===== src/ufcs_defs.vh =====
// Constants shared by the frame command slave files
`ifndef UFCS_DEFS_VH
`define UFCS_DEFS_VH
`define UFCS_CLK_MHZ 100
`define UFCS_IDLE_US 15000
`define UFCS_IDLE_W 21
`define UFCS_IDLE_CYC 21'h16e360
`define UFCS_BW_W 17
`define UFCS_TOT_W 21
`define UFCS_SYNC_LAST 4'h8
`define UFCS_DIV_SHIFT 3
`define UFCS_ADDR_RST 3'h0
`define UFCS_CMD_LO2 5'h03
`define UFCS_CMD_TN 5'h04
`define UFCS_CMD_RES 5'h05
`define UFCS_CMD_BC_FIRST 5'h11
`define UFCS_CMD_BC_LAST 5'h14
`define UFCS_OBJ_MIN 8'h01
`define UFCS_OBJ_MAX 8'h08
`define UFCS_OBJ_CAP 4'h8
`define UFCS_TN_MAX 8'h01
`define UFCS_TX_BITS 4'ha
`endif


===== src/ufcs_rx.v =====
// Byte receiver timed by the measured bit width
`timescale 1ns/1ps
`include "ufcs_defs.vh"
module ufcs_rx (
   // Clock and reset
   input wire core_clk,
   input wire resetn,
   // Line and timing
   input wire en,
   input wire rxd_s,
   input wire [`UFCS_BW_W-1:0] bit_w,
   // Received byte
   output reg [7:0] rx_data_r,
   output reg rx_vld_r,
   output reg rx_ferr_r
);
   localparam S_IDLE = 2'h0;
   localparam S_START = 2'h1;
   localparam S_DATA = 2'h2;
   localparam S_STOP = 2'h3;
   reg [1:0] st_r;
   reg [`UFCS_BW_W-1:0] cnt_r;
   reg [2:0] bit_r;
   reg prev_r;

   always @(posedge core_clk or negedge resetn)
   begin
      if (!resetn)
      begin
         st_r <= S_IDLE;
         cnt_r <= {`UFCS_BW_W{1'b0}};
         bit_r <= 3'h0;
         prev_r <= 1'b1;
         rx_data_r <= 8'h00;
         rx_vld_r <= 1'b0;
         rx_ferr_r <= 1'b0;
      end
      else
      begin
         rx_vld_r <= 1'b0;
         rx_ferr_r <= 1'b0;
         prev_r <= rxd_s;
         if (!en)
            st_r <= S_IDLE;
         else if (st_r != S_IDLE && cnt_r != {`UFCS_BW_W{1'b0}})
            cnt_r <= cnt_r - 1'b1;
         else
            case (st_r)
               S_IDLE:
                  if (prev_r && !rxd_s)
                  begin
                     cnt_r <= {1'b0, bit_w[`UFCS_BW_W-1:1]};
                     st_r <= S_START;
                  end
               S_START:
                  // A start bit gone high at mid-bit was a glitch
                  if (rxd_s)
                     st_r <= S_IDLE;
                  else
                  begin
                     cnt_r <= bit_w - 1'b1;
                     bit_r <= 3'h0;
                     st_r <= S_DATA;
                  end
               S_DATA:
               begin
                  rx_data_r <= {rxd_s, rx_data_r[7:1]};
                  cnt_r <= bit_w - 1'b1;
                  bit_r <= bit_r + 1'b1;
                  if (bit_r == 3'h7)
                     st_r <= S_STOP;
               end
               default:
               begin
                  // Second stop bit merges with the interfield gap
                  rx_vld_r <= rxd_s;
                  rx_ferr_r <= !rxd_s;
                  st_r <= S_IDLE;
               end
            endcase
      end
   end
endmodule // ufcs_rx


===== src/ufcs_tx.v =====
// Byte transmitter: start, eight data bits, two stop bits
`timescale 1ns/1ps
`include "ufcs_defs.vh"
module ufcs_tx (
   // Clock and reset
   input wire core_clk,
   input wire resetn,
   // Byte to send
   input wire tx_go,
   input wire [7:0] tx_data,
   input wire [`UFCS_BW_W-1:0] bit_w,
   output reg tx_done_r,
   // Line
   output reg txd_r,
   output reg txd_oe_r
);
   reg [9:0] shift_r;
   reg [3:0] n_r;
   reg [`UFCS_BW_W-1:0] cnt_r;

   always @(posedge core_clk or negedge resetn)
   begin
      if (!resetn)
      begin
         shift_r <= 10'h3ff;
         n_r <= 4'h0;
         cnt_r <= {`UFCS_BW_W{1'b0}};
         tx_done_r <= 1'b0;
         txd_r <= 1'b1;
         txd_oe_r <= 1'b0;
      end
      else
      begin
         tx_done_r <= 1'b0;
         if (tx_go && !txd_oe_r)
         begin
            txd_r <= 1'b0;
            txd_oe_r <= 1'b1;
            shift_r <= {2'b11, tx_data};
            n_r <= `UFCS_TX_BITS;
            cnt_r <= bit_w - 1'b1;
         end
         else if (txd_oe_r)
         begin
            if (cnt_r != {`UFCS_BW_W{1'b0}})
               cnt_r <= cnt_r - 1'b1;
            else if (n_r == 4'h0)
            begin
               txd_oe_r <= 1'b0;
               tx_done_r <= 1'b1;
            end
            else
            begin
               txd_r <= shift_r[0];
               shift_r <= {1'b1, shift_r[9:1]};
               n_r <= n_r - 1'b1;
               cnt_r <= bit_w - 1'b1;
            end
         end
      end
   end
endmodule // ufcs_tx


===== src/ufcs_top.v =====
// Frame handler: sync measurement, command decode, checksums, reply
// Overview of operation
// - First field is sync; bit width is its counted length divided by eight.
// - Consecutive sync bits differing over a quarter make the frame ignored.
// - Sync byte 0x55 never enters any checksum.
// - Second field is the command; it fixes action, byte count, direction.
// - Three address bits must match the node address, else frame dropped.
// - Broadcast commands run whatever address the command byte carries.
// - Node address is zero until a stored setting is loaded.
// - Zero or one data byte follows the command, format set by command.
// - Frame ends with inverted byte sum with end-around carry.
// - Incoming checksum covers command then data and is verified here.
// - Reply checksum covers diagnostic byte then data, not the command.
// - Checksum works on whole bytes, no padding bits.
// - Badly received command is not executed; bad checksum pulses bad_cmd, framing error does not.
// - Commands 0-3 take object count 1-8 and get no reply.
// - Command 4 byte 0 starts temperature, 1 noise; others unused.
// - Command 5 replies four bytes per object: time MSB, LSB, width, peak.
// - Bytes: one start, eight data, two stop, no parity, auto baud.
// - One bit time separates incoming fields and precedes the reply; reply bytes go out back to back.
// - Transmit only as a reply to a received command.
`timescale 1ns/1ps
`include "ufcs_defs.vh"
module ufcs_top #(
   parameter [`UFCS_IDLE_W-1:0] IDLE_CYC = `UFCS_IDLE_CYC
) (
   // Clock and reset
   input wire core_clk,
   input wire resetn,
   // Serial line
   input wire rxd,
   output wire txd,
   output wire txd_oe,
   // Node address setting
   input wire addr_wr,
   input wire [2:0] addr_in,
   // Measurement requests
   output wire meas_start,
   output wire [1:0] meas_mode,
   output wire [3:0] meas_objs,
   output wire tn_start,
   output wire tn_sel,
   output wire bad_cmd,
   // Result readback
   input wire [3:0] obj_count,
   input wire [7:0] diag_byte,
   output wire [4:0] res_addr,
   input wire [7:0] res_data
);
   localparam S_HUNT = 4'h0;
   localparam S_SYNC = 4'h1;
   localparam S_SSTOP = 4'h2;
   localparam S_CMD = 4'h3;
   localparam S_DATA = 4'h4;
   localparam S_CKS = 4'h5;
   localparam S_IGN = 4'h6;
   localparam S_IFS = 4'h7;
   localparam S_TXW = 4'h8;
   localparam BW = `UFCS_BW_W;

   function [7:0] cks_add;
      input [7:0] a;
      input [7:0] b;
      reg [8:0] s;
      begin
         s = {1'b0, a} + {1'b0, b};
         cks_add = s[7:0] + {7'h00, s[8]};
      end
   endfunction

   function bw_bad;
      input [BW-1:0] a;
      input [BW-1:0] b;
      reg [BW-1:0] d;
      begin
         d = (a > b) ? a - b : b - a;
         bw_bad = {d, 2'b00} > {2'b00, b};
      end
   endfunction

   reg rxd_m_r;
   reg rxd_s_r;
   reg rxd_d_r;
   reg [3:0] st_r;
   reg [3:0] e_r;
   reg [BW-1:0] w_r;
   reg [BW-1:0] pw_r;
   reg [`UFCS_TOT_W-1:0] tot_r;
   reg [BW-1:0] bit_w_r;
   reg [`UFCS_IDLE_W-1:0] idle_r;
   reg [2:0] node_addr_r;
   reg [7:0] cmd_r;
   reg [7:0] data_r;
   reg [7:0] sum_r;
   reg [5:0] tx_idx_r;
   reg cks_sent_r;
   reg tx_go_r;
   reg [7:0] tx_byte_r;
   reg meas_start_r;
   reg [1:0] meas_mode_r;
   reg [3:0] meas_objs_r;
   reg tn_start_r;
   reg tn_sel_r;
   reg bad_cmd_r;

   wire edge_w = rxd_s_r ^ rxd_d_r;
   wire fall_w = rxd_d_r & ~rxd_s_r;
   wire rx_en = (st_r == S_CMD) || (st_r == S_DATA) || (st_r == S_CKS);
   wire tx_on = (st_r == S_IFS) || (st_r == S_TXW);
   wire [7:0] rx_data;
   wire rx_vld;
   wire rx_ferr;
   wire tx_done;
   wire [4:0] code_w = rx_data[4:0];
   wire [4:0] ccode = cmd_r[4:0];
   wire is_bc_w = (code_w >= `UFCS_CMD_BC_FIRST) && (code_w <= `UFCS_CMD_BC_LAST);
   wire is_bc_c = (ccode >= `UFCS_CMD_BC_FIRST) && (ccode <= `UFCS_CMD_BC_LAST);
   wire [4:0] mcode = is_bc_c ? ccode - `UFCS_CMD_BC_FIRST : ccode;
   wire [3:0] obj_n = (obj_count > `UFCS_OBJ_CAP) ? `UFCS_OBJ_CAP : obj_count;
   wire [5:0] nbytes = {obj_n, 2'b00};
   // Mid-stop sample plus 2.5 bits clears both stop bits and the field gap
   // Legal rates keep the doubled width inside the counter
   wire [BW-1:0] gap_w = {bit_w_r[BW-2:0], 1'b0} + {1'b0, bit_w_r[BW-1:1]};

   assign meas_start = meas_start_r;
   assign meas_mode = meas_mode_r;
   assign meas_objs = meas_objs_r;
   assign tn_start = tn_start_r;
   assign tn_sel = tn_sel_r;
   assign bad_cmd = bad_cmd_r;
   assign res_addr = tx_idx_r[4:0];

   ufcs_rx u_rx (
      .core_clk(core_clk),
      .resetn(resetn),
      .en(rx_en),
      .rxd_s(rxd_s_r),
      .bit_w(bit_w_r),
      .rx_data_r(rx_data),
      .rx_vld_r(rx_vld),
      .rx_ferr_r(rx_ferr)
   );

   ufcs_tx u_tx (
      .core_clk(core_clk),
      .resetn(resetn),
      .tx_go(tx_go_r),
      .tx_data(tx_byte_r),
      .bit_w(bit_w_r),
      .tx_done_r(tx_done),
      .txd_r(txd),
      .txd_oe_r(txd_oe)
   );

   always @(posedge core_clk or negedge resetn)
   begin
      if (!resetn)
      begin
         rxd_m_r <= 1'b1;
         rxd_s_r <= 1'b1;
         rxd_d_r <= 1'b1;
         node_addr_r <= `UFCS_ADDR_RST;
         idle_r <= {`UFCS_IDLE_W{1'b0}};
      end
      else
      begin
         rxd_m_r <= rxd;
         rxd_s_r <= rxd_m_r;
         rxd_d_r <= rxd_s_r;
         if (addr_wr)
            node_addr_r <= addr_in;
         // Own reply must not count as idle line time
         if (edge_w || tx_on || idle_r == IDLE_CYC)
            idle_r <= {`UFCS_IDLE_W{1'b0}};
         else
            idle_r <= idle_r + 1'b1;
      end
   end

   always @(posedge core_clk or negedge resetn)
   begin
      if (!resetn)
      begin
         st_r <= S_HUNT;
         e_r <= 4'h0;
         w_r <= {BW{1'b0}};
         pw_r <= {BW{1'b0}};
         tot_r <= {`UFCS_TOT_W{1'b0}};
         bit_w_r <= {BW{1'b1}};
         cmd_r <= 8'h00;
         data_r <= 8'h00;
         sum_r <= 8'h00;
         tx_idx_r <= 6'h00;
         cks_sent_r <= 1'b0;
         tx_go_r <= 1'b0;
         tx_byte_r <= 8'h00;
         meas_start_r <= 1'b0;
         meas_mode_r <= 2'h0;
         meas_objs_r <= 4'h0;
         tn_start_r <= 1'b0;
         tn_sel_r <= 1'b0;
         bad_cmd_r <= 1'b0;
      end
      else
      begin
         tx_go_r <= 1'b0;
         meas_start_r <= 1'b0;
         tn_start_r <= 1'b0;
         bad_cmd_r <= 1'b0;
         if (idle_r == IDLE_CYC && !tx_on)
            st_r <= S_HUNT;
         else
            case (st_r)
               S_HUNT:
                  if (fall_w)
                  begin
                     w_r <= {{(BW-1){1'b0}}, 1'b1};
                     e_r <= 4'h0;
                     tot_r <= {`UFCS_TOT_W{1'b0}};
                     st_r <= S_SYNC;
                  end
               S_SYNC:
                  if (edge_w)
                  begin
                     e_r <= e_r + 1'b1;
                     pw_r <= w_r;
                     w_r <= {{(BW-1){1'b0}}, 1'b1};
                     if (e_r != 4'h0)
                        tot_r <= tot_r + {{(`UFCS_TOT_W-BW){1'b0}}, w_r};
                     if (e_r != 4'h0 && bw_bad(w_r, pw_r))
                        st_r <= S_IGN;
                     else if (e_r == `UFCS_SYNC_LAST)
                        st_r <= S_SSTOP;
                  end
                  else if (w_r == {BW{1'b1}})
                     st_r <= S_IGN;
                  else
                     w_r <= w_r + 1'b1;
               S_SSTOP:
                  // Two stop bits always give a full high bit here
                  if (fall_w)
                     st_r <= S_IGN;
                  else if (w_r == pw_r)
                  begin
                     bit_w_r <= tot_r[`UFCS_DIV_SHIFT+BW-1:`UFCS_DIV_SHIFT];
                     st_r <= S_CMD;
                  end
                  else
                     w_r <= w_r + 1'b1;
               S_CMD:
                  if (rx_ferr)
                     st_r <= S_IGN;
                  else if (rx_vld)
                  begin
                     cmd_r <= rx_data;
                     sum_r <= rx_data;
                     if (code_w > `UFCS_CMD_RES && !is_bc_w)
                        st_r <= S_IGN;
                     else if (rx_data[7:5] != node_addr_r && !is_bc_w)
                        st_r <= S_IGN;
                     else if (code_w == `UFCS_CMD_RES)
                        st_r <= S_CKS;
                     else
                        st_r <= S_DATA;
                  end
               S_DATA:
                  if (rx_ferr)
                     st_r <= S_IGN;
                  else if (rx_vld)
                  begin
                     data_r <= rx_data;
                     sum_r <= cks_add(sum_r, rx_data);
                     st_r <= S_CKS;
                  end
               S_CKS:
                  if (rx_ferr)
                     st_r <= S_IGN;
                  else if (rx_vld)
                  begin
                     st_r <= S_HUNT;
                     w_r <= {BW{1'b0}};
                     if (rx_data != ~sum_r)
                        bad_cmd_r <= 1'b1;
                     else if (mcode <= `UFCS_CMD_LO2)
                     begin
                        if (data_r >= `UFCS_OBJ_MIN && data_r <= `UFCS_OBJ_MAX)
                        begin
                           meas_start_r <= 1'b1;
                           meas_mode_r <= mcode[1:0];
                           meas_objs_r <= data_r[3:0];
                        end
                        else
                           bad_cmd_r <= 1'b1;
                     end
                     else if (mcode == `UFCS_CMD_TN)
                     begin
                        if (data_r <= `UFCS_TN_MAX)
                        begin
                           tn_start_r <= 1'b1;
                           tn_sel_r <= data_r[0];
                        end
                        else
                           bad_cmd_r <= 1'b1;
                     end
                     else
                        st_r <= S_IFS;
                  end
               S_IGN:
                  st_r <= S_IGN;
               S_IFS:
                  if (w_r == gap_w)
                  begin
                     tx_byte_r <= diag_byte;
                     sum_r <= diag_byte;
                     tx_idx_r <= 6'h00;
                     cks_sent_r <= 1'b0;
                     tx_go_r <= 1'b1;
                     st_r <= S_TXW;
                  end
                  else
                     w_r <= w_r + 1'b1;
               S_TXW:
                  if (tx_done)
                  begin
                     if (tx_idx_r < nbytes)
                     begin
                        // Core serves time MSB, LSB, width, peak per object
                        tx_byte_r <= res_data;
                        sum_r <= cks_add(sum_r, res_data);
                        tx_idx_r <= tx_idx_r + 1'b1;
                        tx_go_r <= 1'b1;
                     end
                     else if (!cks_sent_r)
                     begin
                        tx_byte_r <= ~sum_r;
                        cks_sent_r <= 1'b1;
                        tx_go_r <= 1'b1;
                     end
                     else
                        st_r <= S_HUNT;
                  end
               default:
                  st_r <= S_HUNT;
            endcase
      end
   end
endmodule // ufcs_top


===== config.mk =====
export PLATFORM = sky130hd
export DESIGN_NAME = ufcs_top
export DESIGN_NICKNAME = d
export VERILOG_FILES = /design/src/ufcs_rx.v /design/src/ufcs_tx.v /design/src/ufcs_top.v
export VERILOG_INCLUDE_DIRS = /design/src
export SDC_FILE = /design/constraint.sdc
export NUM_CORES = 1
export LEC_CHECK = 0
export ABC_CLOCK_PERIOD_IN_PS = 7220
export BUFFER_PORTS_ARGS = -buffer_cell sky130_fd_sc_hd__buf_4
export CORE_MARGIN = 1
export CORE_UTILIZATION = 50
export CTS_BUF_LIST = sky130_fd_sc_hd__clkbuf_2
export DETAILED_ROUTE_END_ITERATION = 10
export HOLD_SLACK_MARGIN = 0.1
export PLACE_DENSITY = 0.66
export SLEW_MARGIN = 0
export SYNTH_ARGS = -nofsm -noshare
export SYNTH_HDL_FRONTEND = slang
export SYNTH_SLANG_ARGS = --single-unit

===== constraint.sdc =====
create_clock -name core_clk -period 7.22 [get_ports core_clk]
set_input_delay 1.083 -clock core_clk [delete_from_list [all_inputs] [get_ports core_clk]]
set_output_delay 1.083 -clock core_clk [all_outputs]
set_load 0.05 [all_outputs]

==> metrics.cfg <==
[run_status]
outcome=complete, but fails checks
violations=design-rule violations

[global_route]
antenna_found_initial=1
grt_pass1_vias=13371
grt_pass1_wl_mm=67.9
grt_use_total=0.254
grt_start_max_net_pins=118
overflow=0

[die]
die-area_mm2=0.0328
core_area_mm2=0.0316
start_util=0.508
die_x_um=181
rows=65
die_h_um=181
io_pins=44

[power]
vdd_ir_drop_max_uv=93.6
seq_power_share=0.557
power_density_mw_per_mm2=129
cellLeakagePower_nw=7.97
switching_power_mw=0.602
internal_power_mw=1.61
p_comb_frac=0.036
switching_share=0.273
clockPowerShare=0.408

[placement]
hpwl_mm=30.3
gp_congestion=0.895
dp.cells=2213
numPortBuffers=43

[drt]
ant_nets=0
viasPerCell=5.95
num_vias=13827
drt-total-wl_mm=41.1
wl_per_cell_um=17.7
drt_iter0_drc=933
drc=2
dr.pass1.iters=10

[sta]
period_share=0.877
rsz0062_at_grt=false
fmax_mhz=158
min_period_ns=6.33
slew_viol_final=0
whs_ns=0.196
tns_ns=0
setup_violations=0
slew_headroom=0.213
hold_violations=0
tightestPinTransition_ns=1.18
skew_ns=0.0594

[yosys]
ys_seq_area_frac=0.341
synthTopCellsByArea=dfrtp_1 29%, ha_1 9.8%, dfstp_2 4.8%
synth_edf_count=0
async_reset_ff_frac=1.00
synth_top_area_frac=0.294
synthCells=1837
ys_warn_count=0
ys_ff_latch=217
synth_fp_nets=1995
synth_top_area_cell=dfrtp_1
syn_area_mm2=0.0160
synth_cell_types=95
synth_flop_cell=dfrtp_1
post_synth.cell_area_avg_um2=8.72

[job]
maxCapViolations=0

[finish]
final-instance-count-excl-fill=2325
final_cell_mix=188 x nand2_1, 188 x dfrtp_1, 147 x o21ai_0
area_growth_pct=6.90
n_fill_cell=2956
nNetsFinal=2031
drive_gt1_frac=0.137

[worst_setup_path]
criticalPathCategory=register to register
critPathMaxFanout=13
r2r-start=w_r[11]
end_kind=register
start_kind=register
r2r_slack_ns=0.89
cp.arrival_ns=7.18
r2r_cells=22
crit_required_ns=8.07
r2r-end=st_r[1]

[clocking]
cts.sinks=217
cts_resized=0
cts_setup_buffers=0
cts.path.max_buffers=3
cts-buffers-inserted=60
htreeDepth=2
hold_buffers=0
insertion_delay_ns=0.96
cts_tree=built
cts_root_buf=clkbuf_2
cts.reportedPaths.clkPinSlew_ns=0.11

[min_path]
min_path_type=input port to asynchronous set/reset pin

area by class of cell:
type	instances	area (µm²)	area share
multi-input combinational	1447	9840	0.575
sequential	217	5470	0.319
tap	402	503	0.0294
clock buffer	83	415	0.0243
timing repair buffer	52	398	0.0232
inverter	95	357	0.0208
clock inverter	27	138	0.00804
antenna	2	5.00	0.000292
power by group through the flow:
stage / logic [mW] / registers [mW] / clock network [mW]
floorplan: 0.0331 / 1.25 / 0
global placement: 0.0799 / 1.25 / 0
detailed placement: 0.0808 / 1.25 / 0
CTS: 0.0812 / 1.23 / 0.934
global route: 0.0910 / 1.23 / 0.996
finish: 0.0792 / 1.23 / 0.900
cell families (layout without fill, tap and decap cells):
kind of cell             after synthesis  in the layout  share of synthesized area
buffers and inverters                173            257                     0.0451
flip-flops                           217            217                      0.341
multiplexers                          71             71                     0.0486
adder cells (fa/ha/maj)              131            131                      0.105
other                                  0              2                          0
AO/OA/AOI/OAI                        521            521                      0.209
XOR/XNOR                             110            110                     0.0601
AND/OR/NAND/NOR                      614            614                      0.191
layer usage:
layer / part of all wire / track usage / up-vias / wire [µm]
met5: 0 / 0 / - / 0
met4: 0.023 / 0.0783 / 0 / 945
met3: 0.046 / 0.0393 / 75 / 1900
met2: 0.45 / 0.408 / 334 / 18600
met1: 0.48 / 0.351 / 6657 / 19600
li1: - / - / 6761 / -
state kept, by name (all words and copies together) (netlist names), 2 cells and up:
register / count
sum_r: 8
u_rx.rx_data_r: 8
u_rx.cnt_r: 17
cmd_r: 5
e_r: 4
u_tx.n_r: 4
pw_r: 17
u_rx.st_r: 2
u_rx.bit_r: 3
meas_objs: 4
node_addr_r: 3
u_tx.cnt_r: 17
tx_byte_r: 8
tot_r: 20
bit_w_r: 17
meas_mode: 2
idle_r: 21
data_r: 8
st_r: 4
u_tx.shift_r: 8
tx_idx_r: 6
w_r: 17
worst max path at each step:
stage	from	endpoint	slack, ns
2_1_floorplan	w_r[12]	st_r[1]	1.79
3_3_place_gp	w_r[11]	st_r[1]	0.98
3_5_place_dp	w_r[11]	st_r[1]	0.92
4_1_cts	w_r[11]	st_r[1]	0.89
5_1_grt	w_r[11]	st_r[1]	0.41
6_report	w_r[11]	st_r[1]	0.89
worst max-delay path: stages, from the launching register on:
cell and delay, ns:
dfrtp_1 0.53, inv_1 0.15, ha_1 0.50, and4_1 0.29
nand3_1 0.18, a2111oi_0 0.42, or3_1 0.19, o2111a_1 0.20
or2_1 0.46, mux2_2 0.39, o21ai_0 0.28, nand2_1 0.11
xor2_1 0.16, ha_1 0.30, a21o_1 0.16, a21o_1 0.17
a21oi_1 0.17, a21oi_1 0.09, a2111oi_0 0.37, o32a_1 0.27
nand3_1 0.09, o211ai_1 0.38, mux2_2 0.38
cell usage after synthesis, types with 7 or more instances:
master and count:
mux2i_1 17, clkbuf_1 51, o21bai_1 9, a22oi_1 7, xor2_1 43, buf_2 13, a21oi_1 122, a21o_1 39
nand2_1 188, nor3_1 56, nand4_1 18, dfrtp_1 188, xnor2_1 67, nor4_1 13, o21ai_0 147, a31oi_1 19
ha_1 125, o21a_1 14, mux2_2 54, nand3_1 54, nor2_1 133, nor2b_1 15, and3_1 29, o22ai_1 11
nor3b_1 9, or3_1 28, buf_4 9, a211o_1 7, inv_1 94, a32o_1 8, a2111oi_0 7, o31ai_1 13
a211oi_1 13, nand2b_1 21, or2_2 7, dfstp_2 29, a22o_1 21, o211ai_1 24
metrics by stage:
| step | power [mW] | utilization | setup slack [ns] | cell area [µm²] |
|---|---|---|---|---|
| 2_1_floorplan | 1.28 | - | 1.79 | 16000 |
| 3_3_place_gp | 1.33 | 0.525 | 0.981 | 16600 |
| 3_5_place_dp | 1.33 | 0.525 | 0.917 | 16600 |
| 4_1_cts | 2.24 | 0.543 | 0.894 | 17100 |
| 5_1_grt | 2.32 | 0.543 | 0.406 | 17100 |
| 6_report | 2.21 | 0.543 | 0.891 | 17100 |
No activity file was read; power rests on OpenSTA's default activity.
